===== src/pfr_pkg.sv =====
package pfr_pkg;

   // Two-bit function select codes of a pin control field.
   typedef enum logic [1:0] {
      PFR_MUX_GPIO  = 2'h0,
      PFR_MUX_ALT   = 2'h1,
      PFR_MUX_ALT2  = 2'h2,
      PFR_MUX_INPUT = 2'h3
   } pfr_mux_type;

   // Reset-out pad state taken on system reset: driven, low.
   localparam logic PFR_RST_OUT_PAD_RST  = 1'h0;
   localparam logic PFR_RST_OUT_OE_N_RST = 1'h0;

   // Level that an undriven open-drain or idle pin reads as.
   localparam logic PFR_PIN_IDLE = 1'h1;

   // Level that an open-drain pad drives while enabled.
   localparam logic PFR_OD_DRIVE = 1'h0;

   // Crisis recovery flag after power-on reset, before the strap is sampled.
   localparam logic PFR_CRISIS_RST = 1'h0;

   // Bit positions inside the keyboard-mouse pad group.
   localparam int PFR_PS2_A_CLK = 0;
   localparam int PFR_PS2_A_DAT = 1;
   localparam int PFR_PS2_B_CLK = 2;
   localparam int PFR_PS2_B_DAT = 3;

   // Flip-flop stages in front of logic for every pin input.
   localparam int PFR_SYNC_STAGES = 2;

endpackage : pfr_pkg


===== src/pfr_sync2.sv =====
`timescale 1ns/1ps
module pfr_sync2 #(
   parameter int         W        = 1,
   parameter logic [0:0] IDLE_VAL = 1'h1
) (
   input  wire logic         clk,
   input  wire logic         ce,
   input  wire logic         srst,
   input  wire logic [W-1:0] d,
   output logic      [W-1:0] q
);

   typedef struct packed {
      logic [W-1:0] s1;
      logic [W-1:0] s2;
   } pfr_sync_type;

   pfr_sync_type r_r;
   pfr_sync_type r_nxt;

   // The first stage feeds the second and nothing else, so metastability stays contained.
   always_comb begin
      r_nxt = r_r;
      if (srst) begin
         r_nxt.s1 = {W{IDLE_VAL}};
         r_nxt.s2 = {W{IDLE_VAL}};
      end else begin
         r_nxt.s1 = d;
         r_nxt.s2 = r_r.s1;
      end
   end

   // Reset overrides the clock enable so a frozen block still comes out of reset clean.
   always_ff @(posedge clk) begin
      if (srst || ce) begin
         r_r <= r_nxt;
      end
   end

   assign q = r_r.s2;

endmodule : pfr_sync2


===== src/pfr_pin_function_routing.sv =====
`timescale 1ns/1ps
module pfr_pin_function_routing #(
   parameter int N_DBG  = 4,
   parameter int N_UART = 2,
   parameter int N_EMI  = 3,
   parameter int N_TWP  = 8,
   parameter int N_TWC  = 4,
   parameter int TWPW   = 3
) (
   input  wire logic                  clk,
   input  wire logic                  ce,
   input  wire logic                  srst,
   input  wire logic                  por_srst,
   input  wire logic                  debug_rst_n_pin,
   input  wire logic [N_DBG-1:0]      dbg_pad_in,
   input  wire logic [N_DBG-1:0]      dbg_core_out,
   input  wire logic [N_DBG-1:0]      dbg_core_oe_n,
   input  wire logic [N_DBG-1:0]      dbg_gpio_out,
   input  wire logic [N_DBG-1:0]      dbg_gpio_oe_n,
   input  wire logic [N_DBG-1:0]      dbg_alt_out,
   input  wire logic [N_DBG-1:0]      dbg_alt_oe_n,
   input  wire logic [2*N_DBG-1:0]    dbg_mux_sel,
   input  wire logic [3:0]            ps2_pad_in,
   input  wire logic [1:0]            ps2_a_mux_sel,
   input  wire logic [1:0]            ps2_b_mux_sel,
   input  wire logic                  ps2_clk_drive_low,
   input  wire logic                  ps2_dat_drive_low,
   input  wire logic                  rst_gpio_out,
   input  wire logic                  rst_gpio_oe_n,
   input  wire logic                  week_battery_general_output_sel,
   input  wire logic                  battery_general_output_value,
   input  wire logic                  battery_general_output_gpio_out,
   input  wire logic                  uart_clk_pin,
   input  wire logic [N_UART-1:0]     uart_ext_sel,
   input  wire logic [N_UART-1:0]     uart_int_tick,
   input  wire logic [N_EMI-1:0]      emi_irq_n,
   input  wire logic                  keyscan_recovery_strap,
   input  wire logic                  wake_input_n,
   input  wire logic [N_TWP-1:0]      tw_sda_pad_in,
   input  wire logic [N_TWP-1:0]      tw_scl_pad_in,
   input  wire logic [N_TWC*TWPW-1:0] tw_port_sel,
   input  wire logic [N_TWC-1:0]      tw_sda_drive_low,
   input  wire logic [N_TWC-1:0]      tw_scl_drive_low,
   input  wire logic                  cfg_power_protect,
   input  wire logic                  sci_hw_event,
   input  wire logic                  sci_fw_assert,
   output logic                       debug_routed,
   output logic      [N_DBG-1:0]      dbg_pad_out,
   output logic      [N_DBG-1:0]      dbg_pad_oe_n,
   output logic      [N_DBG-1:0]      dbg_core_in,
   output logic      [3:0]            ps2_pad_out,
   output logic      [3:0]            ps2_pad_oe_n,
   output logic                       ps2_core_clk,
   output logic                       ps2_core_dat,
   output logic                       rst_out_pad,
   output logic                       rst_out_oe_n,
   output logic                       battery_general_output_pad,
   output logic                       battery_general_output_vbat_sel,
   output logic      [N_UART-1:0]     uart_baud_tick,
   output logic                       merged_mailbox_irq_n,
   output logic                       crisis_recovery,
   output logic                       wake_core_n,
   output logic      [N_TWC-1:0]      tw_ctrl_sda_in,
   output logic      [N_TWC-1:0]      tw_ctrl_scl_in,
   output logic      [N_TWP-1:0]      tw_pad_out,
   output logic      [N_TWP-1:0]      tw_sda_oe_n,
   output logic      [N_TWP-1:0]      tw_scl_oe_n,
   output logic                       uart_vcc_protect,
   output logic                       controller_sci_n
);

   // Layout of the synchronised pin bus.
   localparam int P_DRST = 0;
   localparam int P_DBG  = 1;
   localparam int P_PS2  = P_DBG + N_DBG;
   localparam int P_UCLK = P_PS2 + 4;
   localparam int P_STRP = P_UCLK + 1;
   localparam int P_WAKE = P_STRP + 1;
   localparam int P_SDA  = P_WAKE + 1;
   localparam int P_SCL  = P_SDA + N_TWP;
   localparam int SW     = P_SCL + N_TWP;

   // Parameters that the mux and index logic cannot serve are refused.
   if (N_DBG < 1 || N_UART < 1 || N_EMI < 1 || N_TWC < 1 || N_TWP < 2
       || TWPW != $clog2(N_TWP)) begin : g_bad_param
      $error("pfr_pin_function_routing: unsupported parameter values");
   end

   typedef struct packed {
      logic              dbg_route;
      logic [N_DBG-1:0]  dbg_out;
      logic [N_DBG-1:0]  dbg_oe_n;
      logic [N_DBG-1:0]  dbg_in;
      logic [3:0]        ps2_out;
      logic [3:0]        ps2_oe_n;
      logic              ps2_clk;
      logic              ps2_dat;
      logic              rst_pad;
      logic              rst_oe_n;
      logic              battery_general_output;
      logic              vbat;
      logic [N_UART-1:0] baud;
      logic              uclk_prev;
      logic              mbox_n;
      logic              por_prev;
      logic              crisis;
      logic              wake_n;
      logic [N_TWC-1:0]  c_sda;
      logic [N_TWC-1:0]  c_scl;
      logic [N_TWP-1:0]  tw_out;
      logic [N_TWP-1:0]  sda_oe_n;
      logic [N_TWP-1:0]  scl_oe_n;
      logic              protect;
      logic              sci_n;
   } pfr_state_type;

   pfr_state_type st_r;
   pfr_state_type st_nxt;
   logic [SW-1:0] pin_s;

   // Field select for one controller out of the packed port-select bus.
   function automatic logic [TWPW-1:0] port_of(input logic [N_TWC*TWPW-1:0] sel, input int c);
      port_of = sel[c*TWPW +: TWPW];
   endfunction : port_of

   // A keyboard-mouse set belongs to the controller only under the alternate code.
   function automatic logic is_alt(input logic [1:0] sel);
      is_alt = (sel == pfr_pkg::PFR_MUX_ALT);
   endfunction : is_alt

   // Every pin-level input crosses into the clock domain before use.
   pfr_sync2 #(
      .W        (SW),
      .IDLE_VAL (pfr_pkg::PFR_PIN_IDLE)
   ) u_sync (
      .clk  (clk),
      .ce   (ce),
      .srst (srst),
      .d    ({tw_scl_pad_in, tw_sda_pad_in, wake_input_n, keyscan_recovery_strap,
              uart_clk_pin, ps2_pad_in, dbg_pad_in, debug_rst_n_pin}),
      .q    (pin_s)
   );

   // Next-state logic for all routing and status flops.
   always_comb begin
      logic a_sel;
      logic b_sel;
      logic ext_edge;
      logic [TWPW-1:0] p;
      st_nxt   = st_r;
      a_sel    = is_alt(ps2_a_mux_sel);
      b_sel    = is_alt(ps2_b_mux_sel);
      ext_edge = pin_s[P_UCLK] & ~st_r.uclk_prev;
      p        = '0;
      st_nxt.dbg_route = pin_s[P_DRST];
      for (int i = 0; i < N_DBG; i++) begin
         if (pin_s[P_DRST]) begin
            st_nxt.dbg_out[i]  = dbg_core_out[i];
            st_nxt.dbg_oe_n[i] = dbg_core_oe_n[i];
            st_nxt.dbg_in[i]   = pin_s[P_DBG+i];
         end else begin
            st_nxt.dbg_in[i] = pfr_pkg::PFR_PIN_IDLE;
            case (dbg_mux_sel[2*i +: 2])
               pfr_pkg::PFR_MUX_GPIO: begin
                  st_nxt.dbg_out[i]  = dbg_gpio_out[i];
                  st_nxt.dbg_oe_n[i] = dbg_gpio_oe_n[i];
               end
               pfr_pkg::PFR_MUX_ALT: begin
                  st_nxt.dbg_out[i]  = dbg_alt_out[i];
                  st_nxt.dbg_oe_n[i] = dbg_alt_oe_n[i];
               end
               default: begin
                  st_nxt.dbg_out[i]  = 1'h0;
                  st_nxt.dbg_oe_n[i] = 1'h1;
               end
            endcase
         end
      end
      // Unselected sets read idle, so a stray set cannot corrupt the shared controller.
      st_nxt.ps2_clk = (a_sel ? pin_s[P_PS2+pfr_pkg::PFR_PS2_A_CLK] : 1'h1)
                     & (b_sel ? pin_s[P_PS2+pfr_pkg::PFR_PS2_B_CLK] : 1'h1);
      st_nxt.ps2_dat = (a_sel ? pin_s[P_PS2+pfr_pkg::PFR_PS2_A_DAT] : 1'h1)
                     & (b_sel ? pin_s[P_PS2+pfr_pkg::PFR_PS2_B_DAT] : 1'h1);
      st_nxt.ps2_out = {4{pfr_pkg::PFR_OD_DRIVE}};
      st_nxt.ps2_oe_n[pfr_pkg::PFR_PS2_A_CLK] = ~(a_sel & ps2_clk_drive_low);
      st_nxt.ps2_oe_n[pfr_pkg::PFR_PS2_A_DAT] = ~(a_sel & ps2_dat_drive_low);
      st_nxt.ps2_oe_n[pfr_pkg::PFR_PS2_B_CLK] = ~(b_sel & ps2_clk_drive_low);
      st_nxt.ps2_oe_n[pfr_pkg::PFR_PS2_B_DAT] = ~(b_sel & ps2_dat_drive_low);
      // Reset-out is ordinary GPIO once firmware runs.
      st_nxt.rst_pad  = rst_gpio_out;
      st_nxt.rst_oe_n = rst_gpio_oe_n;
      st_nxt.vbat = week_battery_general_output_sel;
      st_nxt.battery_general_output = week_battery_general_output_sel ? battery_general_output_value : battery_general_output_gpio_out;
      // The external clock is sampled, so it must run well below half the core rate.
      st_nxt.uclk_prev = pin_s[P_UCLK];
      for (int u = 0; u < N_UART; u++) begin
         st_nxt.baud[u] = uart_ext_sel[u] ? ext_edge : uart_int_tick[u];
      end
      st_nxt.mbox_n  = &emi_irq_n;
      st_nxt.wake_n  = pin_s[P_WAKE];
      st_nxt.protect = cfg_power_protect;
      st_nxt.sci_n   = ~(sci_hw_event | sci_fw_assert);
      // Out-of-range port selects read idle and drive nothing.
      st_nxt.tw_out   = {N_TWP{pfr_pkg::PFR_OD_DRIVE}};
      st_nxt.sda_oe_n = '1;
      st_nxt.scl_oe_n = '1;
      for (int c = 0; c < N_TWC; c++) begin
         p = port_of(tw_port_sel, c);
         st_nxt.c_sda[c] = pfr_pkg::PFR_PIN_IDLE;
         st_nxt.c_scl[c] = pfr_pkg::PFR_PIN_IDLE;
         if (int'(p) < N_TWP) begin
            st_nxt.c_sda[c] = pin_s[P_SDA+int'(p)];
            st_nxt.c_scl[c] = pin_s[P_SCL+int'(p)];
            if (tw_sda_drive_low[c]) begin
               st_nxt.sda_oe_n[p] = 1'h0;
            end
            if (tw_scl_drive_low[c]) begin
               st_nxt.scl_oe_n[p] = 1'h0;
            end
         end
      end
      // Strap is taken on the first edge after power-on reset lets go.
      st_nxt.por_prev = por_srst;
      if (por_srst) begin
         st_nxt.crisis = pfr_pkg::PFR_CRISIS_RST;
      end else if (st_r.por_prev) begin
         st_nxt.crisis = ~pin_s[P_STRP];
      end
      if (srst) begin
         st_nxt.rst_pad  = pfr_pkg::PFR_RST_OUT_PAD_RST;
         st_nxt.rst_oe_n = pfr_pkg::PFR_RST_OUT_OE_N_RST;
         st_nxt.dbg_oe_n = '1;
         st_nxt.ps2_oe_n = '1;
         st_nxt.sda_oe_n = '1;
         st_nxt.scl_oe_n = '1;
         st_nxt.baud     = '0;
         st_nxt.vbat     = 1'h0;
         st_nxt.sci_n    = 1'h1;
      end
   end

   // A system reset keeps the crisis flag; only power-on reset clears it.
   always_ff @(posedge clk) begin
      if (srst || por_srst || ce) begin
         st_r <= st_nxt;
      end
   end

   assign debug_routed         = st_r.dbg_route;
   assign dbg_pad_out          = st_r.dbg_out;
   assign dbg_pad_oe_n         = st_r.dbg_oe_n;
   assign dbg_core_in          = st_r.dbg_in;
   assign ps2_pad_out          = st_r.ps2_out;
   assign ps2_pad_oe_n         = st_r.ps2_oe_n;
   assign ps2_core_clk         = st_r.ps2_clk;
   assign ps2_core_dat         = st_r.ps2_dat;
   assign rst_out_pad          = st_r.rst_pad;
   assign rst_out_oe_n         = st_r.rst_oe_n;
   assign battery_general_output_pad             = st_r.battery_general_output;
   assign battery_general_output_vbat_sel        = st_r.vbat;
   assign uart_baud_tick       = st_r.baud;
   assign merged_mailbox_irq_n = st_r.mbox_n;
   assign crisis_recovery      = st_r.crisis;
   assign wake_core_n          = st_r.wake_n;
   assign tw_ctrl_sda_in       = st_r.c_sda;
   assign tw_ctrl_scl_in       = st_r.c_scl;
   assign tw_pad_out           = st_r.tw_out;
   assign tw_sda_oe_n          = st_r.sda_oe_n;
   assign tw_scl_oe_n          = st_r.scl_oe_n;
   assign uart_vcc_protect     = st_r.protect;
   assign controller_sci_n     = st_r.sci_n;

   // Helper views for the checks below.
   logic            s_drst;
   logic            s_strap;
   logic [TWPW-1:0] sel0;
   logic            pick0;
   logic            gpio_all;
   assign s_drst   = pin_s[P_DRST];
   assign s_strap  = pin_s[P_STRP];
   assign sel0     = port_of(tw_port_sel, 0);
   assign pick0    = (int'(sel0) < N_TWP) ? pin_s[P_SDA+int'(sel0)] : pfr_pkg::PFR_PIN_IDLE;
   assign gpio_all = (dbg_mux_sel == '0);
endmodule : pfr_pin_function_routing


===== config.mk =====
export PLATFORM = sky130hd
export DESIGN_NAME = pfr_pin_function_routing
export DESIGN_NICKNAME = d
export VERILOG_FILES = /design/src/pfr_pkg.sv /design/src/pfr_sync2.sv /design/src/pfr_pin_function_routing.sv
export SDC_FILE = /design/constraint.sdc
export NUM_CORES = 1
export LEC_CHECK = 0
export ABC_AREA = 1
export BUFFER_PORTS_ARGS = -buffer_cell sky130_fd_sc_hd__buf_2
export CAP_MARGIN = 20
export CORE_ASPECT_RATIO = 0.75
export CORE_MARGIN = 4
export CORE_UTILIZATION = 53
export CTS_BUF_LIST = sky130_fd_sc_hd__clkbuf_4 sky130_fd_sc_hd__clkbuf_8 sky130_fd_sc_hd__clkbuf_16
export CTS_CLUSTER_DIAMETER = 200
export DETAILED_ROUTE_END_ITERATION = 8
export GPL_ROUTABILITY_DRIVEN = 1
export PLACE_DENSITY_LB_ADDON = 0.2
export SETUP_SLACK_MARGIN = 0.4
export SLEW_MARGIN = 10
export SYNTH_ARGS = -nofsm -noshare
export SYNTH_HDL_FRONTEND = slang
export SYNTH_SLANG_ARGS = --single-unit

===== constraint.sdc =====
create_clock -name clk -period 3.5 [get_ports clk]
set_clock_uncertainty 0.2 [all_clocks]
set_input_delay 0.7 -clock clk [delete_from_list [all_inputs] [get_ports clk]]
set_output_delay 0.7 -clock clk [all_outputs]
set_load 0.02 [all_outputs]

==> flow_summary.yaml <==
status:
  status: "finished, final reports clean"
global_route:
  grt_util_all_layers_pct: 19.7
  grt_max_degree: 65
  grt_pass1_wl_um: 20300
  grt-ovfl-total: 0
  first_global_vias: 4223
  antenna_found_initial: 0
clock_tree:
  cts_resized: 0
  cts.sinks: 112
  cts_tree: "built"
  cts_hold_buf: 0
  clk_path_buf_depth: 2
  cts_made_buffers: 9
  cts_setup_buffers: 0
  clk_pin_slew_ns: 0.07
  clk-insertion-delay-late_ns: 0.35
  root_buffer: "clkbuf_16"
  cts_htree_levels: 3
floorplanning:
  die_x_um: 131
  die-height_um: 100
  dieArea_sq_um: 13100
  initial_core_util_pct: 54.6
  rows: 33
  ios: 171
  coreArea_sq_um: 11000
place:
  place_inst: 856
  post-place-ws_ns: 1.14
  globalplace.congestion: 0.899
  place_hpwl_um: 9640
  io_buffers: 158
timing:
  hold_viol_final: 0
  final.setup.tns_ns: 0
  worst-slew-pin-transition_ns: 0.641
  setup_violations: 0
  timing.fmax_ghz: 0.500
  rsz0062_at_grt: "no"
  fin_crit_ns: 2.00
  fin_ws_ns: 1.50
  fin_crit_sh_pct: 57.2
  maxSlewHeadroom_pct: 57.2
  slew_violations: 0
flow_run:
  cap_viol_max_count: 0
power:
  powerDensity_nw_per_um2: 460
  p_total_w: 0.00308
  peakVddDrop_mv: 0.261
  leakage_nw: 2.93
finish:
  fin_nets: 832
  synthToLayoutAreaGrowth_pct: 11.7
  fillers: 954
  diodes: 0
  layout_commonest_cell: "buf_2"
  final_cell_mix: "158 x buf_2, 155 x nand2_1, 112 x edfxtp_1, 62 x or2_2, 40 x nand3_1"
  register_area_sq_um: 3360
  final_layout_size_suffix_gt1_share_pct: 34.8
  final_cells: 872
  multi_input_area_sq_um: 1870
drt:
  drc_errors: 0
  wl_um: 12800
  ant_nets: 0
  vias_per_cell: 5.12
  vias: 4468
  firstDrtPassIters: 5
  post_drt_wl_per_cell_um: 14.7
  drtIter0Drc: 425
critical_path:
  criticalPathCategory: "in2reg"
  endpoint_kind: "register"
  r2r_end: "tw_ctrl_sda_in[2]"
  reg2reg_depth: 6
  crit_path_top_delay_cell: "inv_1"
  r2r_start: "u_sync.q[13]"
  cp_top_family: "buffers and inverters"
  setup.worst_path.start_class: "input port"
  crit_fanout: 64
  path_buf_inv: 3
  rrSetupSlack_ns: 2.08
  cp.required_ns: 3.35
  cp.arrival_ns: 1.85
  critPathMaxStageDelay_ns: 0.54
  path_cells: "buf_2 -> buf_4 -> inv_1 -> o21ai_0"
logic_synthesis:
  synth_mux_area_share_pct: 0
  synthAdderAreaFrac_pct: 0
  syn_area_per_cell_sq_um: 9.55
  syn_inst: 628
  synth-simple-area-share_pct: 25.2
  ys_ff_latch: 112
  yosysWarnings: 0
  synth_area_sq_um: 6000
  synthXorXnorAreaFrac_pct: 0
  ys_seq_area_share_pct: 56.1
  synth_top_family_by_area: "simple AND/OR/NAND/NOR gates"
  synth_compound_area_share_pct: 5.26
  yosysUniqueCellTypes: 25
worst_hold_path:
  min_from: "u_sync.q[11]"
  hold_path.class: "reg2reg"
  hold_depth: 0
  hold_end: "wake_core_n"
==> synthesized netlist by cell type <==
master    count  area, sq um
nand3b_1      2         15.0
nor2_4        1         11.3
edfxtp_1    112         3360
buf_6         9          101
nand4_1      26          163
nand3_1      40          200
buf_4        61          458
and3_1        1         6.26
a31oi_1       4         25.0
nand2_2       1         6.26
buf_2         8         40.0
nor2_2        3         18.8
clkbuf_1      8         30.0
o22ai_1       2         12.5
nor3_1        4         20.0
or2_2        62          388
inv_1        38          143
o21ai_0      39          195
conb_1        1         3.75
inv_2         8         30.0
a21oi_1       6         30.0
nand2_1     156          586
nor2_1       26         97.6
o211ai_1      1         7.51
o21ai_1       9         45.0
==> stage by stage <==
step / hold slack (ns) / util [%] / instance area [sq um]
after floorplan: 0.200 / - / 6040
after global placement: 0.206 / 58.4 / 6410
final: 0.268 / 61.0 / 6700
after detailed placement: 0.223 / 58.4 / 6410
after CTS: 0.249 / 61.0 / 6700
after global routing: 0.263 / 61.0 / 6700
==> registers in the layout, summed over array words and instances (netlist names), 2 cells and up <==
register,cells
u_sync.r_r,28
tw_ctrl_sda_in,4
u_sync.q,28
tw_sda_oe_n,8
st_r,2
dbg_pad_out,4
tw_scl_oe_n,8
dbg_pad_oe_n,4
uart_baud_tick,2
ps2_pad_oe_n,4
dbg_core_in,4
tw_ctrl_scl_in,4
==> how the worst max path moves through the flow <==
stage	startpoint	end	slack, ns	depth (start not counted)
detailed placement	srst	uart_baud_tick[1]	1.14	5
floorplan	srst	battery_general_output_pad	0.81	3
global route	srst	tw_sda_oe_n[2]	1.35	4
global placement	srst	uart_baud_tick[1]	1.18	5
finish	srst	tw_sda_oe_n[2]	1.50	4
CTS	srst	uart_baud_tick[1]	1.51	5
==> metal layers <==
layer / routed length, um / up-vias / track usage [%]
met5: 0 / - / 0
met4: 113 / 0 / 5.38
met3: 1200 / 12 / 5.96
met2: 6090 / 192 / 31.6
met1: 5410 / 2031 / 26.3
li1: - / 2233 / -
==> kinds of logic after synthesis <==
kind of cell,after synthesis
and+or+nand+nor,322
other,1
AOI/OAI and AO/OA,61
buffers and inverters,132
DFF,112
==> final cells by class <==
type	count	share of cell area, %
Sequential cell	112	50.2
Multi-Input combinational cell	395	28.0
Timing Repair Buffer	163	12.4
Clock buffer	10	3.47
Tap cell	140	2.61
Inverter	46	2.58
Clock inverter	6	0.803
==> power by group <==
part           total (W)  internal [W]  switching, W
clock network   0.000972      0.000502      0.000469
registers        0.00164       0.00161     0.0000330
logic           0.000472      0.000164      0.000307
total            0.00308       0.00227      0.000810
Power figures use the tool's default switching activity.
